[src/hdl/mpf_map.vh]
// constants for the multipurpose pin function select block
// assumes a 200 MHz pclk and an APB bus with 32-bit data
`ifndef MPF_MAP_VH
`define MPF_MAP_VH

// --------------------------------------------------------------
// register indices (byte address is four times the index)
// --------------------------------------------------------------
`define MPF_IDX_MIC_PIN_SEL 8'h3d
`define MPF_IDX_SER_PIN_SEL 8'h3e
`define MPF_IDX_VOL_SETUP 8'h3f
`define MPF_IDX_VOL_CONV 8'h40
`define MPF_IDX_STATUS 8'h42

// --------------------------------------------------------------
// reset values
// --------------------------------------------------------------
`define MPF_RST_MIC_PIN_SEL 8'h00
`define MPF_RST_SER_PIN_SEL 8'h11
`define MPF_RST_VOL_SETUP 8'h00
`define MPF_RST_VOL_CONV 8'h87

// --------------------------------------------------------------
// field positions
// --------------------------------------------------------------
`define MPF_FLD_CODE 4:0
`define MPF_FLD_START 7:3
`define MPF_FLD_HOLD 2:0
`define MPF_FLD_INCR 7:6
`define MPF_FLD_CONV 2:0
`define MPF_CONV_NONE 3'h7

// --------------------------------------------------------------
// pin function codes
// --------------------------------------------------------------
`define MPF_FN_PRIMARY 5'h00
`define MPF_FN_MUTE_ADC0 5'h01
`define MPF_FN_MUTE_ADC1 5'h02
`define MPF_FN_MUTE_ADC2 5'h03
`define MPF_FN_MUTE_ADC3 5'h04
`define MPF_FN_MUTE_ADC01 5'h05
`define MPF_FN_MUTE_ADC23 5'h06
`define MPF_FN_MUTE_ADCS 5'h07
`define MPF_FN_MUTE_DAC0 5'h08
`define MPF_FN_MUTE_DAC1 5'h09
`define MPF_FN_MUTE_DACS 5'h0a
`define MPF_FN_BANK 5'h0b
`define MPF_FN_COMP 5'h0e
`define MPF_FN_BYPASS 5'h0f
`define MPF_FN_VOL_UP 5'h10
`define MPF_FN_VOL_DOWN 5'h11
`define MPF_FN_CLOCK_OUTPUT_FUNCTION 5'h12

// --------------------------------------------------------------
// timing and volume (levels in 0.375 dB units)
// --------------------------------------------------------------
`define MPF_CLK_KHZ 200000
`define MPF_TICK_MS 1
`define MPF_RAMP_MS 11'h032
`define MPF_HOLD0_MS 11'h096
`define MPF_HOLD1_MS 11'h12c
`define MPF_HOLD2_MS 11'h1c2
`define MPF_HOLD3_MS 11'h258
`define MPF_HOLD4_MS 11'h384
`define MPF_HOLD5_MS 11'h4b0
`define MPF_START_UNITS 4
`define MPF_LEVEL_FLOOR 9'h100

`endif

[src/hdl/mpf_pin_func.v]
// decodes one multipurpose pin's function code into control levels
// assumes the pin level is already synchronised to pclk (high = pressed)
`include "mpf_map.vh"

module mpf_pin_func (
	input wire [4:0] code,
	input wire pressed,
	output reg [3:0] adc_mute,
	output reg [1:0] dac_mute,
	output reg bank_req,
	output reg comp_req,
	output reg bypass_req,
	output reg vol_up_req,
	output reg vol_down_req
);

	// --------------------------------------------------------------
	// function decode
	// --------------------------------------------------------------

	// controls are levels that follow the button while it is held
	always @*
	begin
		adc_mute = 4'h0;
		dac_mute = 2'h0;
		bank_req = 1'b0;
		comp_req = 1'b0;
		bypass_req = 1'b0;
		vol_up_req = 1'b0;
		vol_down_req = 1'b0;
		case (code)
			`MPF_FN_MUTE_ADC0: adc_mute = {3'h0, pressed};
			`MPF_FN_MUTE_ADC1: adc_mute = {2'h0, pressed, 1'b0};
			`MPF_FN_MUTE_ADC2: adc_mute = {1'b0, pressed, 2'h0};
			`MPF_FN_MUTE_ADC3: adc_mute = {pressed, 3'h0};
			`MPF_FN_MUTE_ADC01: adc_mute = {2'h0, {2{pressed}}};
			`MPF_FN_MUTE_ADC23: adc_mute = {{2{pressed}}, 2'h0};
			`MPF_FN_MUTE_ADCS: adc_mute = {4{pressed}};
			`MPF_FN_MUTE_DAC0: dac_mute = {1'b0, pressed};
			`MPF_FN_MUTE_DAC1: dac_mute = {pressed, 1'b0};
			`MPF_FN_MUTE_DACS: dac_mute = {2{pressed}};
			`MPF_FN_BANK: bank_req = pressed;
			`MPF_FN_COMP: comp_req = pressed;
			`MPF_FN_BYPASS: bypass_req = pressed;
			`MPF_FN_VOL_UP: vol_up_req = pressed;
			`MPF_FN_VOL_DOWN: vol_down_req = pressed;
			// reserved and out-of-range codes do nothing
			default: adc_mute = 4'h0;
		endcase
	end

endmodule

[src/hdl/mpf_top.v]
// multipurpose pin function select and push-button volume setup
// assumes an APB master on pclk; pin inputs are asynchronous
`include "mpf_map.vh"

module mpf_top #(
	parameter MS_TICK_CYCLES = `MPF_CLK_KHZ * `MPF_TICK_MS
) (
	input wire pclk,
	input wire presetn,
	input wire [11:0] paddr,
	input wire psel,
	input wire penable,
	input wire pwrite,
	input wire [31:0] pwdata,
	output reg [31:0] prdata,
	output wire pready,
	output wire pslverr,
	input wire second_microphone_pin_in,
	input wire serial_out_or_clock_pin_in,
	output reg serial_out_or_clock_pin_out,
	output reg serial_out_or_clock_pin_oe,
	input wire serial_data_src,
	input wire clock_output_function_src,
	output reg mic_data_out,
	output reg mic_data_valid,
	output reg [3:0] adc_mute,
	output reg [1:0] dac_mute,
	output reg bank_select,
	output reg compression_enable,
	output reg bypass_enable,
	output reg button_volume_active,
	output reg [8:0] button_volume_level,
	output wire [2:0] button_volume_converter_select,
	output wire [1:0] button_gain_increment
);

	// --------------------------------------------------------------
	// register file
	// --------------------------------------------------------------

	reg [7:0] mic_sel_q;
	reg [7:0] ser_sel_q;
	reg [7:0] vol_setup_q;
	reg [7:0] vol_conv_q;
	reg setup_written_q;

	wire [9:0] word_idx;
	wire setup_ph;
	wire access_ph;
	wire hit_mic;
	wire hit_ser;
	wire hit_setup;
	wire hit_conv;
	wire hit_stat;
	wire mapped;
	wire [31:0] status_word;

	assign word_idx = paddr[11:2];
	assign setup_ph = psel & ~penable;
	assign access_ph = psel & penable;
	assign hit_mic = (word_idx == {2'h0, `MPF_IDX_MIC_PIN_SEL});
	assign hit_ser = (word_idx == {2'h0, `MPF_IDX_SER_PIN_SEL});
	assign hit_setup = (word_idx == {2'h0, `MPF_IDX_VOL_SETUP});
	assign hit_conv = (word_idx == {2'h0, `MPF_IDX_VOL_CONV});
	assign hit_stat = (word_idx == {2'h0, `MPF_IDX_STATUS});
	assign mapped = hit_mic | hit_ser | hit_setup | hit_conv | hit_stat;

	// zero wait states; read data is staged in the setup cycle
	assign pready = 1'b1;
	// unmapped addresses and writes to status answer with an error
	assign pslverr = access_ph & (~mapped | (hit_stat & pwrite));

	assign status_word = {20'h0000_0, setup_written_q, bank_select,
		button_volume_active, button_volume_level};

	// register writes take effect in the access phase
	always @(posedge pclk or negedge presetn)
	begin
		if (!presetn)
		begin
			mic_sel_q <= `MPF_RST_MIC_PIN_SEL;
			ser_sel_q <= `MPF_RST_SER_PIN_SEL;
			vol_setup_q <= `MPF_RST_VOL_SETUP;
			vol_conv_q <= `MPF_RST_VOL_CONV;
			setup_written_q <= 1'b0;
		end
		else if (access_ph && pwrite)
		begin
			// reserved high bits keep what was written
			if (hit_mic)
				mic_sel_q <= pwdata[7:0];
			if (hit_ser)
				ser_sel_q <= pwdata[7:0];
			if (hit_setup)
				vol_setup_q <= pwdata[7:0];
			// remember that software set up the volume
			if (hit_setup)
				setup_written_q <= 1'b1;
			if (hit_conv)
				vol_conv_q <= pwdata[7:0];
		end
	end

	// read data latched so prdata comes from a flip-flop
	always @(posedge pclk or negedge presetn)
	begin
		if (!presetn)
			prdata <= 32'h0000_0000;
		else if (setup_ph && !pwrite)
		begin
			if (hit_mic)
				prdata <= {24'h00_0000, mic_sel_q};
			else if (hit_ser)
				prdata <= {24'h00_0000, ser_sel_q};
			else if (hit_setup)
				prdata <= {24'h00_0000, vol_setup_q};
			else if (hit_conv)
				prdata <= {24'h00_0000, vol_conv_q};
			else if (hit_stat)
				prdata <= status_word;
			else
				prdata <= 32'h0000_0000;
		end
	end

	assign button_volume_converter_select = vol_conv_q[`MPF_FLD_CONV];
	assign button_gain_increment = vol_conv_q[`MPF_FLD_INCR];

	// --------------------------------------------------------------
	// pin synchronisers and function decode
	// --------------------------------------------------------------

	wire [1:0] pin_raw;
	wire [9:0] pin_code;
	wire [1:0] pin_lvl;
	wire [7:0] fn_adc;
	wire [3:0] fn_dac;
	wire [1:0] fn_bank;
	wire [1:0] fn_comp;
	wire [1:0] fn_bypass;
	wire [1:0] fn_up;
	wire [1:0] fn_down;

	assign pin_raw = {serial_out_or_clock_pin_in, second_microphone_pin_in};
	assign pin_code[4:0] = mic_sel_q[`MPF_FLD_CODE];
	assign pin_code[9:5] = ser_sel_q[`MPF_FLD_CODE];

	genvar gi;
	generate
		for (gi = 0; gi < 2; gi = gi + 1)
		begin : g_pin
			reg [1:0] sync_q;
			// two flops before any logic sees the pin
			always @(posedge pclk or negedge presetn)
			begin
				if (!presetn)
					sync_q <= 2'b00;
				else
					sync_q <= {sync_q[0], pin_raw[gi]};
			end
			assign pin_lvl[gi] = sync_q[1];

			mpf_pin_func u_func (
				.code(pin_code[gi*5+4:gi*5]),
				.pressed(sync_q[1]),
				.adc_mute(fn_adc[gi*4+3:gi*4]),
				.dac_mute(fn_dac[gi*2+1:gi*2]),
				.bank_req(fn_bank[gi]),
				.comp_req(fn_comp[gi]),
				.bypass_req(fn_bypass[gi]),
				.vol_up_req(fn_up[gi]),
				.vol_down_req(fn_down[gi])
			);
		end
	endgenerate

	// --------------------------------------------------------------
	// pin routing and control outputs
	// --------------------------------------------------------------

	wire bank_any;
	wire up_any;
	wire down_any;
	reg bank_prev_q;

	assign bank_any = |fn_bank;
	assign up_any = |fn_up;
	assign down_any = |fn_down;

	always @(posedge pclk or negedge presetn)
	begin
		if (!presetn)
		begin
			mic_data_out <= 1'b0;
			mic_data_valid <= 1'b0;
			serial_out_or_clock_pin_out <= 1'b0;
			serial_out_or_clock_pin_oe <= 1'b0;
			adc_mute <= 4'h0;
			dac_mute <= 2'h0;
			compression_enable <= 1'b0;
			bypass_enable <= 1'b0;
			bank_select <= 1'b0;
			bank_prev_q <= 1'b0;
		end
		else
		begin
			// code zero passes microphone data inward
			mic_data_valid <= (pin_code[4:0] == `MPF_FN_PRIMARY);
			mic_data_out <= (pin_code[4:0] == `MPF_FN_PRIMARY) & pin_lvl[0];
			// pin driven only for serial data or clock out
			serial_out_or_clock_pin_oe <=
				(pin_code[9:5] == `MPF_FN_PRIMARY) |
				(pin_code[9:5] == `MPF_FN_CLOCK_OUTPUT_FUNCTION);
			if (pin_code[9:5] == `MPF_FN_CLOCK_OUTPUT_FUNCTION)
				serial_out_or_clock_pin_out <= clock_output_function_src;
			else if (pin_code[9:5] == `MPF_FN_PRIMARY)
				serial_out_or_clock_pin_out <= serial_data_src;
			else
				serial_out_or_clock_pin_out <= 1'b0;
			adc_mute <= fn_adc[3:0] | fn_adc[7:4];
			dac_mute <= fn_dac[1:0] | fn_dac[3:2];
			// held levels; bank flips once per press
			compression_enable <= |fn_comp;
			bypass_enable <= |fn_bypass;
			bank_prev_q <= bank_any;
			if (bank_any && !bank_prev_q)
				bank_select <= ~bank_select;
		end
	end

	// --------------------------------------------------------------
	// millisecond tick
	// --------------------------------------------------------------

	reg [17:0] tick_cnt_q;
	wire ms_tick;

	assign ms_tick = (tick_cnt_q == MS_TICK_CYCLES[17:0] - 18'h0_0001);

	always @(posedge pclk or negedge presetn)
	begin
		if (!presetn)
			tick_cnt_q <= 18'h0_0000;
		else if (ms_tick)
			tick_cnt_q <= 18'h0_0000;
		else
			tick_cnt_q <= tick_cnt_q + 18'h0_0001;
	end

	// --------------------------------------------------------------
	// push-button volume
	// --------------------------------------------------------------

	reg [10:0] hold_lim;
	reg [8:0] step_units;
	reg [10:0] ms_cnt_q;
	reg ramp_q;
	reg up_prev_q;
	reg down_prev_q;
	reg conv_on_prev_q;
	wire conv_on;
	wire held;
	wire press;
	wire hold_valid;
	wire ms_next_hit;
	wire do_step;
	wire [8:0] start_units;
	wire [9:0] lvl_down_sum;

	// active only when converter select is not 111
	assign conv_on = (vol_conv_q[`MPF_FLD_CONV] != `MPF_CONV_NONE);
	assign held = up_any ^ down_any;
	assign press = (up_any & ~up_prev_q) | (down_any & ~down_prev_q);
	// hold codes 110 and 111 never start a ramp
	assign hold_valid = (vol_setup_q[2:1] != 2'b11);
	assign ms_next_hit = ramp_q ? (ms_cnt_q + 11'h001 == `MPF_RAMP_MS) :
		(hold_valid & (ms_cnt_q + 11'h001 == hold_lim));
	assign do_step = held & (press | (ms_tick & ms_next_hit));
	// 1.5 dB per count is four 0.375 dB units
	assign start_units = {2'b00, vol_setup_q[`MPF_FLD_START], 2'b00};
	assign lvl_down_sum = {1'b0, button_volume_level} + {1'b0, step_units};

	always @*
	begin
		case (vol_setup_q[`MPF_FLD_HOLD])
			3'h0: hold_lim = `MPF_HOLD0_MS;
			3'h1: hold_lim = `MPF_HOLD1_MS;
			3'h2: hold_lim = `MPF_HOLD2_MS;
			3'h3: hold_lim = `MPF_HOLD3_MS;
			3'h4: hold_lim = `MPF_HOLD4_MS;
			3'h5: hold_lim = `MPF_HOLD5_MS;
			default: hold_lim = 11'h000;
		endcase
	end

	// per-press step in 0.375 dB units
	always @*
	begin
		case (vol_conv_q[`MPF_FLD_INCR])
			2'h0: step_units = 9'h001;
			2'h1: step_units = 9'h004;
			2'h2: step_units = 9'h008;
			default: step_units = 9'h00c;
		endcase
	end

	// hold timer; a release or both buttons at once cancels a ramp
	always @(posedge pclk or negedge presetn)
	begin
		if (!presetn)
		begin
			ms_cnt_q <= 11'h000;
			ramp_q <= 1'b0;
			up_prev_q <= 1'b0;
			down_prev_q <= 1'b0;
		end
		else
		begin
			up_prev_q <= up_any;
			down_prev_q <= down_any;
			if (!held || press)
			begin
				ms_cnt_q <= 11'h000;
				ramp_q <= 1'b0;
			end
			else if (ms_tick)
			begin
				// ramp begins once the hold time elapses
				if (ms_next_hit)
				begin
					ms_cnt_q <= 11'h000;
					ramp_q <= 1'b1;
				end
				else if (ms_cnt_q != 11'h7ff)
					ms_cnt_q <= ms_cnt_q + 11'h001;
			end
		end
	end

	// level is attenuation; enabling reloads the start point
	always @(posedge pclk or negedge presetn)
	begin
		if (!presetn)
		begin
			button_volume_level <= 9'h000;
			button_volume_active <= 1'b0;
			conv_on_prev_q <= 1'b0;
		end
		else
		begin
			conv_on_prev_q <= conv_on;
			button_volume_active <= conv_on;
			// unset setup loads the -96 dB floor
			if (conv_on && !conv_on_prev_q)
			begin
				if (setup_written_q)
					button_volume_level <= start_units;
				else
					button_volume_level <= `MPF_LEVEL_FLOOR;
			end
			else if (conv_on && do_step)
			begin
				// up lowers attenuation, down raises it
				if (up_any)
				begin
					if (button_volume_level > step_units)
						button_volume_level <= button_volume_level - step_units;
					else
						button_volume_level <= 9'h000;
				end
				else if (lvl_down_sum > {1'b0, `MPF_LEVEL_FLOOR})
					button_volume_level <= `MPF_LEVEL_FLOOR;
				else
					button_volume_level <= lvl_down_sum[8:0];
			end
		end
	end

endmodule

[config.mk]
export PLATFORM = sky130hd
export DESIGN_NAME = mpf_top
export DESIGN_NICKNAME = d
export VERILOG_FILES = /design/src/hdl/mpf_pin_func.v /design/src/hdl/mpf_top.v
export VERILOG_INCLUDE_DIRS = /design/src /design/src/hdl
export SDC_FILE = /design/constraint.sdc
export NUM_CORES = 1
export LEC_CHECK = 0
export ABC_AREA = 1
export BUFFER_PORTS_ARGS = -buffer_cell sky130_fd_sc_hd__buf_4
export CAP_MARGIN = 20
export CORE_MARGIN = 4
export CORE_UTILIZATION = 40
export CTS_BUF_LIST = sky130_fd_sc_hd__clkbuf_16
export DETAILED_ROUTE_END_ITERATION = 6
export HOLD_SLACK_MARGIN = 0.06
export PLACE_DENSITY = 0.62
export SLEW_MARGIN = 0
export SYNTH_ARGS = -nofsm -noshare
export SYNTH_HDL_FRONTEND = slang
export SYNTH_HIERARCHICAL = 1
export SYNTH_SLANG_ARGS = --single-unit
[constraint.sdc]
create_clock -name pclk -period 2.8 [get_ports pclk]
set_input_delay 0.7 -clock pclk [delete_from_list [all_inputs] [get_ports pclk]]
set_output_delay 0.7 -clock pclk [all_outputs]
set_load 0.01 [all_outputs]
* Word-level counts from Yosys, hierarchy flattened
Index checks and enable logic that the tools add are counted.
** Cells by class
- $add $sub $neg :: 4
- $mul :: 0
- Divide/modulo/power cells :: 0
- Magnitude comparators :: 2
- Eq/ne operators :: 49
- Shift operators :: 0
- Mux-type cells :: 38
- Bitwise operators :: 26
- Reduce and logical (&&, ||, !) cells :: 29
** Operators with widths (number)
- 11-bit one-hot mux with 6 select lines :: 1
- 5-bit by 4-bit == test with 1-bit output, second input constant :: 12
- 12-bit two-way mux :: 5
- 4-bit one-hot mux with 7 select lines :: 2
- 9-bit two-way mux :: 6
- 11-bit two-way mux :: 4
- 5-bit by 3-bit == test with 1-bit output, second input constant :: 8
- 10-bit by 6-bit == test with 1-bit output, second input constant :: 3
- 5-bit == test, second input constant :: 5
- 10-bit by 7-bit == test with 1-bit output, second input constant :: 2
- 5-bit by 2-bit == test with 1-bit output, second input constant :: 4
- 18-bit by 1-bit adder with 18-bit output, second input constant :: 1
- 18-bit == test, second input constant :: 1
- 18-bit two-way mux :: 1
- 1-bit two-way mux :: 16
- 2-bit one-hot mux with 3 select lines :: 2
- 4-bit one-hot mux with 3 select lines :: 1
- 2-bit AND reduction :: 6
- 11-bit by 1-bit adder with 11-bit output, second input constant :: 1
- 11-bit == test :: 1
- 11-bit by 6-bit == test with 1-bit output, second input constant :: 1
- 11-bit inequality test, second input constant :: 1
- 9-bit by 9-bit adder with 10-bit output :: 1
- 1-bit bitwise AND :: 10
- 25 further kinds :: 53
** Word-level totals
- Register bits after elaboration :: 125
- Bits in latches :: 0
- RAM bits :: 0
- ROM bits :: 0
- Input port bits :: 53
- Memories :: 0

* Depth between registers and ports, before layout
Gate-level depths: netlist of the first run.
- Word-level depth :: 11
- Mapped depth :: 19
- Depth with buffers taken out :: 19

* Modules after synthesis
Netlist of the first run, hierarchy kept.
** By module, submodules not included
- mpf_top :: times used 1, cells each 841, area each 6244.7 um^2, sequential area each 2635.0 um^2
- mpf_pin_func :: times used 2, cells each 40, area each 172.7 um^2, sequential area each 0.0 um^2

* Least setup slack after synthesis of the first run
OpenSTA, ideal clock, no wires.
- Path type :: input -> output
- Start :: in paddr[11]
- End :: out pslverr
- Arrival time :: 1664 ps
- Required time :: 2100 ps
- Setup slack :: 436 ps
- Cell stages on the path :: 6
- Cell sequence :: nor2_1 > nand2_1 > nor2_2 > nand2_1 > o21bai_1 > nor4_1
** Between the ends
- Word-level cells in the longest chain between the ends :: 8
- Elaborated cells between the ends (all ways) :: 13
- Those cells by class :: eq/ne: 5; bitwise: 8
** RTL lines
- from (decl) :: RTL line mpf_top.v:10 : input wire [11:0] paddr,
- 10-bit by 6-bit == test with 1-bit output (on tied branches) :: RTL line mpf_top.v:61, mpf_top.v:62
- 1-bit OR (4 in a row) :: RTL line mpf_top.v:66 : assign mapped = hit_mic | hit_ser | hit_setup | hit_conv | hit_stat;
- 1-bit NOT :: RTL line mpf_top.v:71 : assign pslverr = access_ph & (~mapped | (hit_stat & pwrite));
- 1-bit OR (*) :: RTL line mpf_top.v:71
- 1-bit bitwise AND (*) :: RTL line mpf_top.v:71
- to (decl) :: RTL line mpf_top.v:17 : output wire pslverr,
Mark *: on every way between the ends. The rest lies on a longest branch, timed or not.

* Final worst setup path of the first run
- Start :: reg vol_conv_q[7]
- End :: reg button_volume_level[3]
** Between the ends
- Word-level cells in the longest chain between the ends :: 8
- Elaborated cells between the ends (all ways) :: 13
- Those cells by class :: add/sub: 2; order compare: 2; eq/ne: 2; mux: 6; reduce/logical: 1
** RTL lines
- from (decl) :: RTL line mpf_top.v:44 : reg [7:0] vol_conv_q;
- from (signal assigned) :: RTL line mpf_top.v:84 : vol_conv_q <= `MPF_RST_VOL_CONV;
- from (signal assigned) :: RTL line mpf_top.v:100 : vol_conv_q <= pwdata[7:0];
- 2-bit == test (tied with other cells) :: RTL line mpf_top.v:299 : case (vol_conv_q[`MPF_FLD_INCR])
- 4-bit one-hot mux with 3 select lines (*) :: RTL line mpf_top.v:299
- 9-bit by 9-bit adder with 10-bit output :: RTL line mpf_top.v:281 : assign lvl_down_sum = {1'b0, button_volume_level} + {1'b0, step_units};
- 10-bit by 9-bit > comparator with 1-bit output :: RTL line mpf_top.v:371 : else if (lvl_down_sum > {1'b0, `MPF_LEVEL_FLOOR})
- 9-bit two-way mux :: RTL line mpf_top.v:371
- 9-bit two-way mux (*) :: RTL line mpf_top.v:364 : if (up_any)
- 9-bit two-way mux (*) :: RTL line mpf_top.v:361 : else if (conv_on && do_step)
- 9-bit two-way mux (*) :: RTL line mpf_top.v:354 : if (conv_on && !conv_on_prev_q)
- to (signal assigned) :: RTL line mpf_top.v:357 : button_volume_level <= start_units;
- to (signal assigned) :: RTL line mpf_top.v:367 : button_volume_level <= button_volume_level - step_units;
- to (signal assigned) :: RTL line mpf_top.v:372 : button_volume_level <= `MPF_LEVEL_FLOOR;
- to (decl) :: RTL line mpf_top.v:32 : output reg [8:0] button_volume_level,
Mark *: on every way between the ends. The rest lies on a longest branch, timed or not. The select of a mux whose other input is x is not followed.
A chain may end at the register's enable or synchronous reset.

==> results of run 1 <==
## final cells by class
cell class              count  area share, %
repair buffers             82           8.32
clock buffers               9           2.98
inverters                 126           6.27
multi-input cells         664           43.2
clock inverters             7          0.713
flip-flops and latches    105           34.9
well taps                 216           3.58
## flip-flops by register name, indices dropped and copies added, names as in the netlist, 8 cells and up
register,cells
mic_sel_q,8
vol_setup_q,8
button_volume_level,9
tick_cnt_q,18
ms_cnt_q,11
prdata,12
ser_sel_q,8
vol_conv_q,8
## logic make-up (layout without fill, tap and decap cells)
logic type,count (synthesis),count (layout),share of synthesized area (%)
xor gates and xnor gates,12,12,1.59
and+or+nand+nor,508,508,35.0
other,2,21,0.114
adders and majority gates,11,11,2.09
AOI/OAI and AO/OA,112,112,9.61
DFF,105,105,40.0
buffers and inverters,171,224,11.6
## routing by layer
metal  GRT usage (%)  wire length (µm)  vias to the layer above
li1                -                 -                     3046
met1            27.4              8180                     2706
met2            30.3              7940                      124
met3            4.07               763                       14
met4            4.03               224                        0
met5               0                 0                        -
## critical path, delay by kind of cell, from the launching register on
kind / cells / cell delay [ns]
AO/OA/AOI/OAI: 1 / 0.16
adder cells (fa/ha/maj): 2 / 0.50
flip-flops: 1 / 0.59
AND/OR/NAND/NOR: 12 / 1.30
## cell usage in the layout (no fill, tap or decap), types with 11 or more instances in the layout
master | synthesis | routed
a21oi_1 | 23 | 23
buf_4 | 27 | 81
conb_1 | 2 | 21
dfrtp_1 | 99 | 99
ha_1 | 11 | 11
inv_1 | 124 | 124
nand2_1 | 251 | 251
nand2_2 | 12 | 12
nand3_1 | 81 | 81
nand4_1 | 22 | 22
nor2_1 | 80 | 80
nor3_1 | 16 | 16
o21ai_0 | 52 | 51
or2_2 | 12 | 12
xor2_1 | 12 | 12
## per-stage QoR
stage / util (%) / power (µW) / instances / setup WS, ns / hold slack (ns)
2_1_floorplan: - / 1640 / 940 / 0.436 / 0.331
3_3_place_gp: 45.4 / 1720 / 1193 / 0.269 / 0.334
3_5_place_dp: 45.4 / 1720 / 1193 / 0.239 / 0.336
4_1_cts: 47.2 / 2950 / 1209 / 0.211 / 0.277
5_1_grt: 47.2 / 3020 / 1209 / 0.0428 / 0.302
6_report: 47.2 / 2910 / 1209 / 0.204 / 0.253
## power by group through the flow
stage / clock network, µW / registers [µW] / logic (µW)
global route: 1310 / 1540 / 172
CTS: 1260 / 1530 / 155
floorplan: 0 / 1560 / 75.2
finish: 1230 / 1530 / 151
global placement: 0 / 1560 / 153
detailed placement: 0 / 1560 / 154
## path summary, 6_finish.rpt
kind,slack [ns],end,cells after the start,start
max,0.20,button_volume_level[3],15,vol_conv_q[7]
min,0.25,ms_cnt_q[9],1,presetn
max reg2reg,0.20,button_volume_level[3],15,vol_conv_q[7]
min reg2reg,0.35,g_pin[0].sync_q[1],0,g_pin[0].sync_q[0]
max in group asynchronous,1.89,mic_data_out,2,presetn
min in group pclk,0.35,g_pin[0].sync_q[1],0,g_pin[0].sync_q[0]
==> impl_metrics.ini, run 1 <==
[yosys]
synth_common_cells = nand2_1 (251), inv_1 (124), dfrtp_1 (99)
syn_inst = 921
netlist.top_cell.by_area = dfrtp_1
avgSynthCellArea_um2 = 7.16
synth_area_leaders = dfrtp_1 (38%), nand2_1 (14%), inv_1 (7.1%)
ys_types = 48
syn-cell-area_um2 = 6590
synth-main-ff-cell = dfrtp_1
yosys_warnings = 6
synth_edf_count = 0
ys_seq_elements = 105
yosysMostFrequentCell = nand2_1
ys_seq_area_share_pct = 40.0
synth_top_area_share_pct = 37.6
synthArstFlopShare_pct = 100

[detailed_routing]
ant_nets = 0
firstDrtPassIters = 5
drt_first_iter_violations = 338
avgRoutedWirePerCell_um = 14.1
vias_per_cell = 4.87
route.vias.total = 5890
wl_mm = 17.1
route.detailed.drc = 0

[global_routing]
grt_pass1_vias = 5524
grt_pass1_wl_mm = 28.2
overflow = 0
grt_use_total_pct = 19.2
grt_start_max_net_pins = 46
antenna_found_initial = 0

[timing]
tightest_slew_ns = 0.616
min_period_over_period_pct = 92.7
tns_ns = 0
grt_setup_unrepaired = no
final_hold_viol_count = 0
fin_skew_ns = 0.0113
maxSlewViolCount = 0
fin_crit_ns = 2.60
slew_headroom_pct = 58.9
finalSetupViolations = 0
fmax_mhz = 385

[clocking]
cts-resized-gates = 0
ctsRootBufferMaster = clkbuf_16
clock_latency_ns = 0.36
cts_buffers = 9
cts_setup_buffers = 0
clk_pin_slew_ns = 0.08
tritoncts = yes
htreeDepth = 3
clkSinkCount = 105
hold_buffers = 0
cts_buffer_depth = 2

[power]
ir_worst_vdd_uv = 345
clkPwrFrac_pct = 42.1
leakage_uw = 0.00387
comb_power_share_pct = 5.2
pwr-share-seq_pct = 52.7
p_int_uw = 2190
power_density_nw_per_um2 = 386
swShare_pct = 24.8
switchingPower_uw = 722

[setup_path]
critPathSlowestCell = dfstp_2
cpPeakStageDelay_ns = 0.59
startpoint_type = register
critPathRequiredTime_ns = 3.10
cp_common_cell = nand2_1
cp_data_arrival_time_ns = 2.90
crit_chain = nor2_1 > ha_1 > ha_1 > or2_2 > nor2_1 > nand2_1 > nor2_1 > nand3_1 > nand2_1 > nand2_1 > o21ai_1 > nand2_1 > nand2_1 > nand2_1 > nand2_1
path_max_fanout = 7
endpoint_kind = register
critical_path_class = reg -> reg

[cells_and_area]
antennaDiodeCount = 0
multi_input_area_um2 = 3260
final_nets = 1052
nFillCells = 1698
syn2layout_area_growth_pct = 14.5
final_area_um2 = 7550
drive_gt1_share_pct = 14.7
area.sequential_um2 = 2640

[floorplanning]
core_area_um2 = 16000
io_pins = 115
dieArea_um2 = 18600
num_rows = 46
initial_core_util_pct = 41.2
die_h_um = 136
die_x_um = 136

[placed_design]
place_area_um2 = 7270
portBuffers = 67
dp_hpwl_mm = 13.2
gp_congestion = 0.925

[hold_path]
hp-class = in -> async

[outcome]
run_status = finished, final reports clean

[flow_run]
maxCapViolations = 0
Note: power is estimated with default switching activity, not from simulation.
==> run 2: changes to the inputs <==
CORE_UTILIZATION = 57   (was 40)
PLACE_DENSITY = 0.83   (was 0.62)
==> run 2 against run 1 <==
Largest power group unchanged; core utilization grew 18 points; non-clock buffer count shrank 4; clock power grew 7%; first-iteration DRC count grew 71%; count of clock-buffer cells in the layout stayed put; sequential share of layout area increased by 0.42 points; critical endpoint unchanged; critical path depth is the same; highest routed layer unchanged; cell count is 6.4% lower; largest cell class unchanged; via count grew 2.9%; sequential power is essentially flat; critical path type unchanged.
==> impl_metrics.ini, run 2 (same netlist as run 1, synthesis figures left out) <==
[outcome]
run_status = finished, final reports clean

[setup_path]
endpoint_kind = register
critPathSlowestCell = dfstp_2
r2r_slack_ns = 0.23
path_max_fanout = 7
timing.rr.end = button_volume_level[3]
critPathRequiredTime_ns = 3.09
worstReg2RegStart = vol_conv_q[7]
cp_data_arrival_time_ns = 2.86
startpoint_type = register
cp_top_family = simple AND/OR/NAND/NOR gates
cpPeakStageDelay_ns = 0.58
critPathBufInv = 0
crit_chain = nor2_1 > ha_1 > ha_1 > or2_2 > nor2_1 > nand2_1 > nor2_1 > nand3_1 > nand2_1 > nand2_1 > o21ai_1 > nand2_1 > nand2_1 > nand2_1 > nand2_1
worstRegToRegCells = 15
cp_common_cell = nand2_1
critical_path_class = reg -> reg

[cells_and_area]
drive_gt1_share_pct = 14.5
final_common_cell = nand2_1
reg_top3 = tick_cnt_q (18), prdata (12), ms_cnt_q (11)
antennaDiodeCount = 0
regMostFlops = tick_cnt_q
fin_util_pct = 65.6
layout_common_cells = nand2_1 (251), inv_1 (124), dfrtp_1 (99)
syn2layout_area_growth_pct = 13.2
largest_reg_flops = 18
final_nets = 1048

[clocking]
cts-resized-gates = 0
clkSinkCount = 105
tritoncts = yes
clock_latency_ns = 0.35
htreeDepth = 3
clk_pin_slew_ns = 0.07
hold_buffers = 0
cts_setup_buffers = 0
ctsRootBufferMaster = clkbuf_16
cts_buffers = 9
cts_buffer_depth = 2

[timing]
fin_crit_ns = 2.57
tightest_slew_ns = 0.555
final_hold_viol_count = 0
grt_setup_unrepaired = no
slew_headroom_pct = 62.7
tns_ns = 0
fmax_mhz = 389
min_period_over_period_pct = 91.8
fin_skew_ns = 0.00526
maxSlewViolCount = 0
finalSetupViolations = 0

[power]
leakage_uw = 0.00387
ir_worst_vdd_uv = 417
power_density_nw_per_um2 = 401

[global_routing]
antenna_found_initial = 0
grt_use_total_pct = 24.2
grt_pass1_vias = 5504
grt_start_max_net_pins = 44
overflow = 0
grt_pass1_wl_mm = 25.8

[hold_path]
hp-class = in -> async

[floorplanning]
num_rows = 39
die_x_um = 116
core_area_um2 = 11400
io_pins = 115
initial_core_util_pct = 58.0
dieArea_um2 = 13300
die_h_um = 116

[detailed_routing]
vias_per_cell = 5.35
firstDrtPassIters = 7
avgRoutedWirePerCell_um = 13.9
drt_first_iter_violations = 579
route.vias.total = 6061
wl_mm = 15.7
ant_nets = 0
route.detailed.drc = 0

[placed_design]
dp_hpwl_mm = 12.1
portBuffers = 67
gp_congestion = 0.928

[flow_run]
maxCapViolations = 0
## run 2: stage by stage
stage	setup WS, ns	std cells	hold WS [ns]	area (µm²)	total power (µW)
after floorplan	0.436	940	0.331	6660	1640
after global placement	0.327	1116	0.332	7150	1710
after detailed placement	0.275	1116	0.336	7150	1710
after CTS	0.265	1132	0.346	7460	3010
after global routing	0.0728	1132	0.358	7460	3100
final	0.231	1132	0.333	7460	2990
## run 2: worst max-delay path by stage
stage               slack, ns  cells past startpoint           from                     end
CTS                      0.27                     13  vol_conv_q[7]  button_volume_level[7]
floorplan                0.44                      6      paddr[11]                 pslverr
detailed placement       0.28                     13  vol_conv_q[7]  button_volume_level[7]
finish                   0.23                     15  vol_conv_q[7]  button_volume_level[3]
global placement         0.33                     13  vol_conv_q[7]  button_volume_level[7]
global route             0.07                     13  vol_conv_q[7]  button_volume_level[0]
## run 2: report_power, final
| group | leakage (µW) | internal [µW] | switching, µW | total, µW |
|---|---|---|---|---|
| Sequential | 0.00139 | 1530 | 9.16 | 1530 |
| Clock | 0.000153 | 713 | 598 | 1310 |
| Combinational | 0.00232 | 51.3 | 94.6 | 146 |
| Total | 0.00387 | 2290 | 702 | 2990 |
## run 2: final cells by class
cell class | instances | area [µm²]
clock buffer | 9 | 225
tap | 143 | 179
fill | 1012 | 3910
timing repair buffer | 78 | 598
sequential | 105 | 2640
clock inverter | 7 | 85.1
multi-input combinational | 664 | 3260
inverter | 126 | 473
## run 2: layer usage
metal,up-vias,wire (µm),global-route usage (%)
li1,3044,-,-
met1,2780,6850,32.5
met2,204,7430,39.4
met3,33,1060,5.17
met4,0,380,8.14
met5,-,0,0
